==> config.mk <==
export PLATFORM = sky130hd
export DESIGN_NAME = bts_sequencer
export DESIGN_NICKNAME = d
export VERILOG_FILES = /design/src/inc/bts_pkg.sv /design/src/hdl/bts_sequencer.sv
export VERILOG_INCLUDE_DIRS = /design/src /design/src/inc
export SDC_FILE = /design/constraint.sdc
export NUM_CORES = 2
export LEC_CHECK = 0
export BUFFER_PORTS_ARGS = -buffer_cell sky130_fd_sc_hd__buf_4
export CAP_MARGIN = 40
export CORE_UTILIZATION = 30
export DETAILED_ROUTE_END_ITERATION = 12
export PLACE_DENSITY = 0.48
export SLEW_MARGIN = 40
export SYNTH_ARGS = -nofsm -noshare
export SYNTH_HDL_FRONTEND = slang
export SYNTH_SLANG_ARGS = --single-unit
==> constraint.sdc <==
create_clock -name pclk -period 11.2 [get_ports pclk]
set_input_delay 1.12 -clock pclk [delete_from_list [all_inputs] [get_ports pclk]]
set_output_delay 1.12 -clock pclk [all_outputs]
set_load 0.01 [all_outputs]
==> src/inc/bts_consts.svh <==
// Constants of the burst trigger sequencer: offsets, fields, resets, timing.
// Function
// Enabled trigger out gives selected edge at each burst or sweep start; code gives it at triggered burst starts only, not at gated ones.
// Immediate source: trigger out is 50% square over the repeat period.
// External source selected: trigger out disabled, connector is input.
// Manual or bus source: one fixed-width pulse per burst start.
// List mode: dwell timer with immediate source, else trigger spacing.
// Burst, sweep/list and modulation exclude each other.
// Triggered burst emits exactly the cycle count, then waits.
// Gated burst runs while gate true, finishes cycle; noise stops at once.
// Gated burst ignores count, period, source and manual triggers silently.
// Gate polarity normal (high true, default) or gate_active_low.
// Cycle count 1 to 100,000,000 or infinite, triggered mode only.
// Immediate repeat period must exceed count/frequency plus a margin.
// Too short a repeat period is lengthened, frequency untouched.
// Count written in gated mode is kept for triggered mode.
// Repeat period 1 us to 8000 s, default 10 ms; code takes a 32-bit count of 4 ns clocks, so about 17 s at most.
// Repeat period used only with the immediate source.
// Start phase -360 to +360 degrees, default 0.
// External source: each selected-polarity edge starts one burst.
// External edges during a burst are ignored.
// Bus command starts one burst; waiting indicator lit meanwhile.
// Timer source triggers at fixed spacing, first one at once; code triggers only while BTS_F_INIT is set.
// Duty change under timer bursts applies after one more burst.
// In list mode each accepted trigger advances the list.
// Each burst start loads the phase generator with the start phase.
`ifndef BTS_CONSTS_SVH
`define BTS_CONSTS_SVH

`define BTS_CTRL_OFS 12'h000
`define BTS_COUNT_OFS 12'h004
`define BTS_PERIOD_OFS 12'h008
`define BTS_PHASE_OFS 12'h00C
`define BTS_DWELL_OFS 12'h010
`define BTS_CYCLE_OFS 12'h014
`define BTS_TIMER_OFS 12'h018
`define BTS_DUTY_OFS 12'h01C
`define BTS_CMD_OFS 12'h020
`define BTS_STATUS_OFS 12'h024
`define BTS_LIST_OFS 12'h028

// Control and command fields
`define BTS_F_BURST 0
`define BTS_F_SWEEP 1
`define BTS_F_MOD 2
`define BTS_F_LIST 3
`define BTS_F_GATED 4
`define BTS_F_SRC_LO 5
`define BTS_F_TRIG_FALL 8
`define BTS_F_TOUT_EN 9
`define BTS_F_TOUT_FALL 10
`define BTS_F_GATE_LOW 11
`define BTS_F_NOISE 12
`define BTS_F_INFINITE 13
`define BTS_F_INIT 14
`define BTS_F_CMD_BUS 0
`define BTS_F_CMD_MAN 1

`define BTS_COUNT_MAX 32'h05F5E100
`define BTS_PERIOD_MIN_NS 1000
`define BTS_PERIOD_DEF_NS 10000000
`define BTS_MARGIN_NS 1000
`define BTS_PULSE_NS 1100
`define BTS_CLK_NS 4
`define BTS_PERIOD_DEF_CYC (`BTS_PERIOD_DEF_NS / `BTS_CLK_NS)
`define BTS_PERIOD_MIN_CYC ((`BTS_PERIOD_MIN_NS + `BTS_CLK_NS - 1) / `BTS_CLK_NS)
`define BTS_MARGIN_CYC ((`BTS_MARGIN_NS + `BTS_CLK_NS - 1) / `BTS_CLK_NS)
`define BTS_PULSE_CYC ((`BTS_PULSE_NS + `BTS_CLK_NS - 1) / `BTS_CLK_NS)

`endif

==> src/inc/bts_pkg.sv <==
// Types of the burst trigger sequencer.
package bts_pkg;

  typedef enum logic [1:0] {
    BTS_SRC_IMM,
    BTS_SRC_EXT,
    BTS_SRC_TIMER,
    BTS_SRC_BUS
  } bts_src_e;

  typedef enum logic [1:0] {
    BTS_IDLE,
    BTS_RUN,
    BTS_GAP
  } bts_state_e;

  typedef struct packed {
    logic [14:0] ctrl;
    logic [31:0] count;
    logic [39:0] period;
    logic [15:0] phase;
    logic [31:0] dwell;
    logic [31:0] cycle;
    logic [39:0] timer;
    logic [15:0] duty;
    logic [15:0] duty_act;
    logic [15:0] duty_pend;
    logic [1:0] duty_wait;
    bts_state_e state;
    logic [31:0] cyc_left;
    logic [31:0] cyc_tick;
    logic [39:0] per_cnt;
    logic [39:0] tmr_cnt;
    logic [31:0] dwl_cnt;
    logic [15:0] tp_cnt;
    logic [39:0] sq_cnt;
    logic [39:0] sq_half;
    logic tout;
    logic gate_prev;
    logic gate_true_d;
    logic [7:0] list_idx;
    logic [7:0] list_len;
    logic load_phase;
    logic [15:0] phase_out;
    logic [31:0] prdata;
    logic init_seen;
  } bts_state_s;

endpackage : bts_pkg

==> src/hdl/bts_sequencer.sv <==
// Burst and trigger sequencer for one waveform generator channel.
`timescale 1ns/1ns
`include "bts_consts.svh"
module bts_sequencer import bts_pkg::*; #(
  parameter int unsigned PERIOD_DEF_CYC = `BTS_PERIOD_DEF_CYC
) (
  // Clock and reset
  input wire logic pclk,
  input wire logic presetn,
  // APB slave
  input wire logic psel,
  input wire logic penable,
  input wire logic pwrite,
  input wire logic [11:0] paddr,
  input wire logic [31:0] pwdata,
  output logic [31:0] prdata,
  output logic pready,
  output logic pslverr,
  // Shared trigger connector
  input wire logic ext_trig_in,
  output logic ext_trig_out,
  output logic ext_trig_oe,
  // Front panel trigger key
  input wire logic manual_trigger,
  output logic trigger_wait_lamp,
  // Waveform engine
  input wire logic wave_cycle_end,
  output logic wave_run,
  output logic wave_noise_stop,
  output logic phase_load,
  output logic [15:0] phase_value,
  output logic [15:0] duty_value,
  output logic list_advance,
  output logic [7:0] list_index
);

  // ----------------------------------------------------------------
  // State
  // ----------------------------------------------------------------
  bts_state_s r;
  bts_state_s n;

  logic acc;
  logic wr;
  logic mapped;
  bts_src_e src;
  logic gate_true;
  logic ext_edge;
  logic start;
  logic trig;
  logic bus_cmd;
  logic man_cmd;
  logic [39:0] need;
  logic [39:0] eff_period;
  logic burst_done;

  assign acc = psel & penable;
  assign wr = acc & pwrite;
  assign pready = 1'b1;
  assign mapped = (paddr <= `BTS_LIST_OFS) && (paddr[1:0] == 2'b00);
  assign pslverr = acc & ~mapped;
  assign prdata = r.prdata;
  assign src = bts_src_e'(r.ctrl[`BTS_F_SRC_LO +: 2]);
  assign gate_true = ext_trig_in ^ r.ctrl[`BTS_F_GATE_LOW];
  // Edge of chosen slope on the connector
  assign ext_edge = r.ctrl[`BTS_F_TRIG_FALL] ? (r.gate_prev & ~ext_trig_in)
                                             : (~r.gate_prev & ext_trig_in);
  assign bus_cmd = wr && paddr == `BTS_CMD_OFS && pwdata[`BTS_F_CMD_BUS];
  assign man_cmd = manual_trigger | (wr && paddr == `BTS_CMD_OFS && pwdata[`BTS_F_CMD_MAN]);
  // Shortest legal repeat period: count times cycle length plus margin
  assign need = 40'(r.count) * 40'(r.cycle) + 40'(`BTS_MARGIN_CYC);
  assign eff_period = (r.period < need) ? need : r.period;
  assign burst_done = wave_cycle_end && r.cyc_left == 32'h1 && !r.ctrl[`BTS_F_INFINITE];

  // ----------------------------------------------------------------
  // Trigger selection
  // ----------------------------------------------------------------
  always_comb begin
    trig = 1'b0;
    unique case (src)
      BTS_SRC_IMM: trig = (r.state == BTS_IDLE) || (r.per_cnt == 40'h1);
      BTS_SRC_EXT: trig = ext_edge & (r.state != BTS_RUN);
      BTS_SRC_TIMER: trig = (r.ctrl[`BTS_F_INIT] & ~r.init_seen) || (r.tmr_cnt == 40'h1);
      BTS_SRC_BUS: trig = bus_cmd | man_cmd;
    endcase
    if (!r.ctrl[`BTS_F_BURST] && !r.ctrl[`BTS_F_LIST]) begin
      trig = 1'b0;
    end
  end
  // Gated mode drops all triggers, manual included, without error
  assign start = trig & ~r.ctrl[`BTS_F_GATED] & r.ctrl[`BTS_F_BURST];

  // ----------------------------------------------------------------
  // Next state
  // ----------------------------------------------------------------
  always_comb begin
    n = r;
    n.gate_prev = ext_trig_in;
    n.gate_true_d = gate_true;
    n.load_phase = 1'b0;
    if (psel && !penable && !pwrite) begin
      unique case (paddr)
        `BTS_CTRL_OFS: n.prdata = {17'h0, r.ctrl};
        `BTS_COUNT_OFS: n.prdata = r.count;
        `BTS_PERIOD_OFS: n.prdata = r.period[31:0];
        `BTS_PHASE_OFS: n.prdata = {16'h0, r.phase};
        `BTS_DWELL_OFS: n.prdata = r.dwell;
        `BTS_CYCLE_OFS: n.prdata = r.cycle;
        `BTS_TIMER_OFS: n.prdata = r.timer[31:0];
        `BTS_DUTY_OFS: n.prdata = {r.duty_act, r.duty};
        `BTS_STATUS_OFS: n.prdata = {r.cyc_left[23:0], 6'h0, r.state};
        `BTS_LIST_OFS: n.prdata = {16'h0, r.list_len, r.list_idx};
        default: n.prdata = 32'h0;
      endcase
    end
    if (wr) begin
      unique case (paddr)
        `BTS_CTRL_OFS: begin
          n.ctrl = pwdata[14:0];
          // Later enable wins; burst takes precedence if both set at once
          if (pwdata[`BTS_F_BURST]) begin
            n.ctrl[`BTS_F_SWEEP] = 1'b0;
            n.ctrl[`BTS_F_LIST] = 1'b0;
            n.ctrl[`BTS_F_MOD] = 1'b0;
          end else if (pwdata[`BTS_F_SWEEP] | pwdata[`BTS_F_LIST]) begin
            n.ctrl[`BTS_F_MOD] = 1'b0;
          end
          if (bts_src_e'(pwdata[`BTS_F_SRC_LO +: 2]) == BTS_SRC_EXT) begin
            n.ctrl[`BTS_F_TOUT_EN] = 1'b0;
          end
          if (!pwdata[`BTS_F_INIT]) begin
            n.init_seen = 1'b0;
          end
        end
        // Count kept whatever the mode, clamped to its legal range
        `BTS_COUNT_OFS: n.count = (pwdata == 32'h0) ? 32'h1 :
            (pwdata > `BTS_COUNT_MAX) ? `BTS_COUNT_MAX : pwdata;
        `BTS_PERIOD_OFS: n.period = (pwdata < `BTS_PERIOD_MIN_CYC) ?
            40'(`BTS_PERIOD_MIN_CYC) : 40'(pwdata);
        `BTS_PHASE_OFS: n.phase = pwdata[15:0];
        `BTS_DWELL_OFS: n.dwell = (pwdata == 32'h0) ? 32'h1 : pwdata;
        `BTS_CYCLE_OFS: n.cycle = (pwdata == 32'h0) ? 32'h1 : pwdata;
        `BTS_TIMER_OFS: n.timer = (pwdata == 32'h0) ? 40'h1 : 40'(pwdata);
        `BTS_DUTY_OFS: begin
          n.duty = pwdata[15:0];
          if (src == BTS_SRC_TIMER && r.state != BTS_IDLE) begin
            n.duty_pend = pwdata[15:0];
            n.duty_wait = 2'h2;
          end else begin
            n.duty_act = pwdata[15:0];
            n.duty_wait = 2'h0;
          end
        end
        `BTS_LIST_OFS: n.list_len = pwdata[15:8];
        default: ;
      endcase
    end
    // Timer: first trigger at init, then every timer period
    if (src == BTS_SRC_TIMER && r.ctrl[`BTS_F_INIT]) begin
      if (!r.init_seen || r.tmr_cnt == 40'h1) begin
        n.init_seen = 1'b1;
        n.tmr_cnt = r.timer;
      end else begin
        n.tmr_cnt = r.tmr_cnt - 40'h1;
      end
    end
    // List stepping by dwell or trigger spacing
    if (r.ctrl[`BTS_F_LIST]) begin
      if (src == BTS_SRC_IMM) begin
        n.dwl_cnt = (r.dwl_cnt <= 32'h1) ? r.dwell : r.dwl_cnt - 32'h1;
      end
      if ((src == BTS_SRC_IMM && r.dwl_cnt == 32'h1) || (src != BTS_SRC_IMM && trig)) begin
        n.list_idx = (r.list_idx >= r.list_len) ? 8'h0 : r.list_idx + 8'h1;
      end
    end
    // Repeat period counter for immediate source
    if (r.per_cnt != 40'h0) begin
      n.per_cnt = r.per_cnt - 40'h1;
    end
    // Burst engine
    unique case (r.state)
      BTS_IDLE: begin
        if (r.ctrl[`BTS_F_BURST] && r.ctrl[`BTS_F_GATED] && gate_true) begin
          n.state = BTS_RUN;
          n.load_phase = 1'b1;
        end
      end
      BTS_RUN: begin
        if (r.ctrl[`BTS_F_GATED]) begin
          if (!gate_true && (wave_cycle_end || r.ctrl[`BTS_F_NOISE])) begin
            n.state = BTS_IDLE;
          end
        end else if (burst_done) begin
          n.state = (src == BTS_SRC_IMM) ? BTS_GAP : BTS_IDLE;
          if (r.duty_wait != 2'h0) begin
            n.duty_wait = r.duty_wait - 2'h1;
            if (r.duty_wait == 2'h1) begin
              n.duty_act = r.duty_pend;
            end
          end
        end else if (wave_cycle_end) begin
          n.cyc_left = r.cyc_left - 32'h1;
        end
      end
      BTS_GAP: ;
      default: n.state = BTS_IDLE;
    endcase
    if (!r.ctrl[`BTS_F_BURST]) begin
      n.state = BTS_IDLE;
    end else if (start && (r.state != BTS_RUN || src == BTS_SRC_IMM)) begin
      n.state = BTS_RUN;
      n.cyc_left = r.count;
      n.load_phase = 1'b1;
      if (src == BTS_SRC_IMM) begin
        n.per_cnt = eff_period;
      end
    end
    // Trigger out generation
    if (start && r.ctrl[`BTS_F_TOUT_EN]) begin
      if (src == BTS_SRC_IMM || src == BTS_SRC_TIMER) begin
        n.sq_half = ((src == BTS_SRC_IMM) ? eff_period : r.timer) >> 1;
        n.sq_cnt = ((src == BTS_SRC_IMM) ? eff_period : r.timer) >> 1;
        n.tout = 1'b1;
      end else begin
        n.tp_cnt = 16'(`BTS_PULSE_CYC);
        n.tout = 1'b1;
      end
    end else if (r.tp_cnt != 16'h0) begin
      n.tp_cnt = r.tp_cnt - 16'h1;
      if (r.tp_cnt == 16'h1) begin
        n.tout = 1'b0;
      end
    end else if (r.sq_cnt > 40'h1) begin
      n.sq_cnt = r.sq_cnt - 40'h1;
    end else if (r.sq_cnt == 40'h1) begin
      n.sq_cnt = 40'h0;
      n.tout = 1'b0;
    end
    if (!r.ctrl[`BTS_F_TOUT_EN]) begin
      n.tout = 1'b0;
      n.tp_cnt = 16'h0;
      n.sq_cnt = 40'h0;
    end
    n.phase_out = r.phase;
  end

  // ----------------------------------------------------------------
  // Registers
  // ----------------------------------------------------------------
  always_ff @(posedge pclk or negedge presetn) begin
    if (!presetn) begin
      r <= '0;
      r.count <= 32'h1;
      r.period <= 40'(PERIOD_DEF_CYC);
      r.dwell <= 32'h1;
      r.cycle <= 32'h1;
      r.timer <= 40'h1;
      r.duty <= 16'h8000;
      r.duty_act <= 16'h8000;
      r.state <= BTS_IDLE;
    end else begin
      r <= n;
    end
  end

  // ----------------------------------------------------------------
  // Outputs
  // ----------------------------------------------------------------
  // Selected slope inverts the idle level too
  assign ext_trig_out = r.tout ^ r.ctrl[`BTS_F_TOUT_FALL];
  assign ext_trig_oe = r.ctrl[`BTS_F_TOUT_EN] && src != BTS_SRC_EXT;
  assign trigger_wait_lamp = r.ctrl[`BTS_F_BURST] && src == BTS_SRC_BUS &&
                             r.state == BTS_IDLE && !r.ctrl[`BTS_F_GATED];
  assign wave_run = (r.state == BTS_RUN);
  assign wave_noise_stop = r.ctrl[`BTS_F_NOISE] & r.ctrl[`BTS_F_GATED] & ~gate_true;
  assign phase_load = r.load_phase;
  assign phase_value = r.phase_out;
  assign duty_value = r.duty_act;
  assign list_advance = (r.list_idx != n.list_idx);
  assign list_index = r.list_idx;

endmodule : bts_sequencer

==> reports/qor.yml <==
dpl_cell_area_mm2: 0.0542
synth.top_cells.by_area: "fa_1, dfrtp_1, and2_1"
worst_pin_slew_ps: 913
startpoint_type: "flip-flop"
async_flop_share_pct: 100
tritoncts: "built"
grt_max_degree: 135
numPortBuffers: 131
synth_top_family_by_area: "adder cells"
hpwl_mm: 143
hold_violations: 0
path_clk_slew_ps: 70
worstPathArrival_ps: 11090
htreeDepth: 2
synth_cells: 5571
synthMostInstantiatedCell: "inv_1"
fin_util_pct: 33.6
setup_viol: 0
design_area_mm2: 0.0563
yosysTopAreaCell: "fa_1"
post_cts_buffers: 0
die_y_um: 414
fin_tns_setup_ps: 0
cts_root_buf: "clkbuf_16"
ys_seq_elements: 511
critical_path_depth: 30
synth-simple-area-share_pct: 17.8
synthMuxAreaShare_pct: 4.15
synthXorXnorAreaFrac_pct: 2.90
ant_nets: 0
finalCriticalPeriod_ps: 10550
yosys.area_share.adder_pct: 30.1
relSlewSlack_pct: 39.1
die_area_mm2: 0.171
cap_violations: 0
avgSynthCellArea_um2: 9.13
period_share_pct: 94.2
cts_resized: 0
fmax_mhz: 94.7
hp-class: "reg2reg"
yosysWarnings: 0
grt_pass1_wl_mm: 283
cts_buffers: 56
stdcell_count: 7763
syn-num-nets: 6469
area_growth_pct: 10.7
gp_congestion: 0.940
chipWidth_um: 414
drt_wl_total_mm: 189
synth_compound_area_share_pct: 10.8
overflow: 0
drt_iter0_markers: 4011
required_ps: 11740
p_leak_uw: 0.0272
crit_type: "reg2reg"
crit_top_cell: "fa_1"
setup.worst_path.end_class: "flip-flop"
holdPathStages: 0
peakVddDrop_mv: 0.127
antenna_found_initial: 15
synth_top_area_share_pct: 24.8
fillers: 17500
ctsLongestPathBuffers: 3
r2r_cells: 30
cp_max_fo: 32
cp_slowest_stage_delay_ps: 790
skew_ps: 40.9
core-area_mm2: 0.168
initial_utilization_pct: 30.3
ys_seq_area_share_pct: 25.2
netlist_area_mm2: 0.0509
critical-path-top-delay-family: "adder cells"
ctsHoldBuffers: 0
slew_violations: 0
synth_edf_count: 0
crit_slowest_cell: "dfrtp_1"
wl_per_cell_um: 24.3
vias: 40700
drc: 0
clkSinkCount: 511
synth_common_cells: "inv_1, fa_1, nand2_1"
path_buf_inv: 5
rows: 150
yosysUniqueCellTypes: 82
synth_flop_cell: "dfrtp_1"
drt-pass1-iter-count: 10
powerDensity_mw_per_mm2: 78.1
grt_pass1_vias: 41100
clk_latency_ps: 670
vias_per_cell: 5.25
track_usage_pct: 22.2
pin_count: 133
status: "finished clean"
drive_gt1_share_pct: 11.1
rsz0062_at_grt: "no"
finalNetCount: 6407
dp.cells: 7652
-- worst reg2reg max path, delay by kind of cell, from the launching register on --
kind                       cells  cell delay, ps
buffers and inverters          5             810
muxes                          1             250
adders and majority gates     10            4790
DFF                            1             790
and+or+nand+nor                6            1400
AOI/OAI and AO/OA              7            2200
xor gates and xnor gates       1             190
-- through the flow --
stage | hold slack (ps) | total power (uW) | worst slack, ps
floorplan | 370 | 2150 | 2150
global placement | 390 | 2310 | 853
detailed placement | 393 | 2320 | 726
CTS | 408 | 4430 | 687
global route | 421 | 4540 | 280
finish | 410 | 4400 | 646
-- state kept, by name, indices dropped and copies added, names as in the netlist --
name	count
r	422
prdata	32
duty_value	16
n	16
phase_value	16
list_index	8
phase_load	1
-- area by class of cell --
type | count | area, um^2 | share of cell area (%)
multi-input combinational | 3915 | 33600 | 59.7
sequential | 511 | 12800 | 22.8
inverter | 738 | 2770 | 4.92
tap | 2204 | 2760 | 4.90
timing repair buffer | 287 | 2260 | 4.02
clock buffer | 77 | 1580 | 2.81
clock inverter | 27 | 465 | 0.827
antenna | 4 | 10.0 | 0.0178
-- routing by layer --
| metal | vias to the layer above | wire, um | global-route usage (%) |
|---|---|---|---|
| met3 | 245 | 12800 | 3.19 |
| li1 | 17900 | - | - |
| met2 | 1454 | 84800 | 34.2 |
| met5 | - | 26 | 0 |
| met1 | 21100 | 85500 | 32.2 |
| met4 | 4 | 5610 | 6.50 |
-- power breakdown --
part           internal [uW]  total, uW  switching, uW
clock network           1250       2110            868
registers               1890       1930           40.8
logic                    116        357            241
-- final timing paths --
path                                    start                   endpoint  slack [ps]
max                        r[571]$_DFFE_PN0P_         r[137]$_DFFE_PN0P_         650
min                         n[43]$_DFFE_PN0P_  phase_value[10]$_DFF_PN0_         410
max reg2reg                r[571]$_DFFE_PN0P_         r[137]$_DFFE_PN0P_         650
min reg2reg                 n[43]$_DFFE_PN0P_  phase_value[10]$_DFF_PN0_         410
max in group asynchronous             presetn         r[231]$_DFFE_PN0P_        8610
min in group asynchronous             presetn         r[155]$_DFFE_PN0P_         460
-- cell usage in the layout, fill, tap and decap left out, types with 29 or more instances in the layout --
cell type and n:
dfrtp_1 480, nor3_1 103, a31oi_1 45, o21ai_0 273
ha_1 215, mux2_2 143, mux2i_1 50, or3_1 29
a221oi_1 35, and2_1 471, nor2_1 294, xor2_1 60
fa_1 631, a22oi_1 37, xnor2_1 91, nand3_1 52
nand4_1 49, a22o_1 31, a21o_1 37, nand2_1 624
buf_4 274, clkbuf_16 57, inv_1 737, nor4_1 47
a21oi_1 254
-- cell families (layout without fill, tap and decap cells) --
group | count (synthesis) | count (layout)
other | 1 | 5
buffers and inverters | 1145 | 1129
AO/OA/AOI/OAI | 887 | 887
XOR/XNOR | 159 | 159
multiplexers | 193 | 193
flip-flops | 511 | 511
adder cells (fa/ha/maj) | 846 | 846
AND/OR/NAND/NOR | 1829 | 1829
Note: power is estimated with default switching activity, not from simulation.
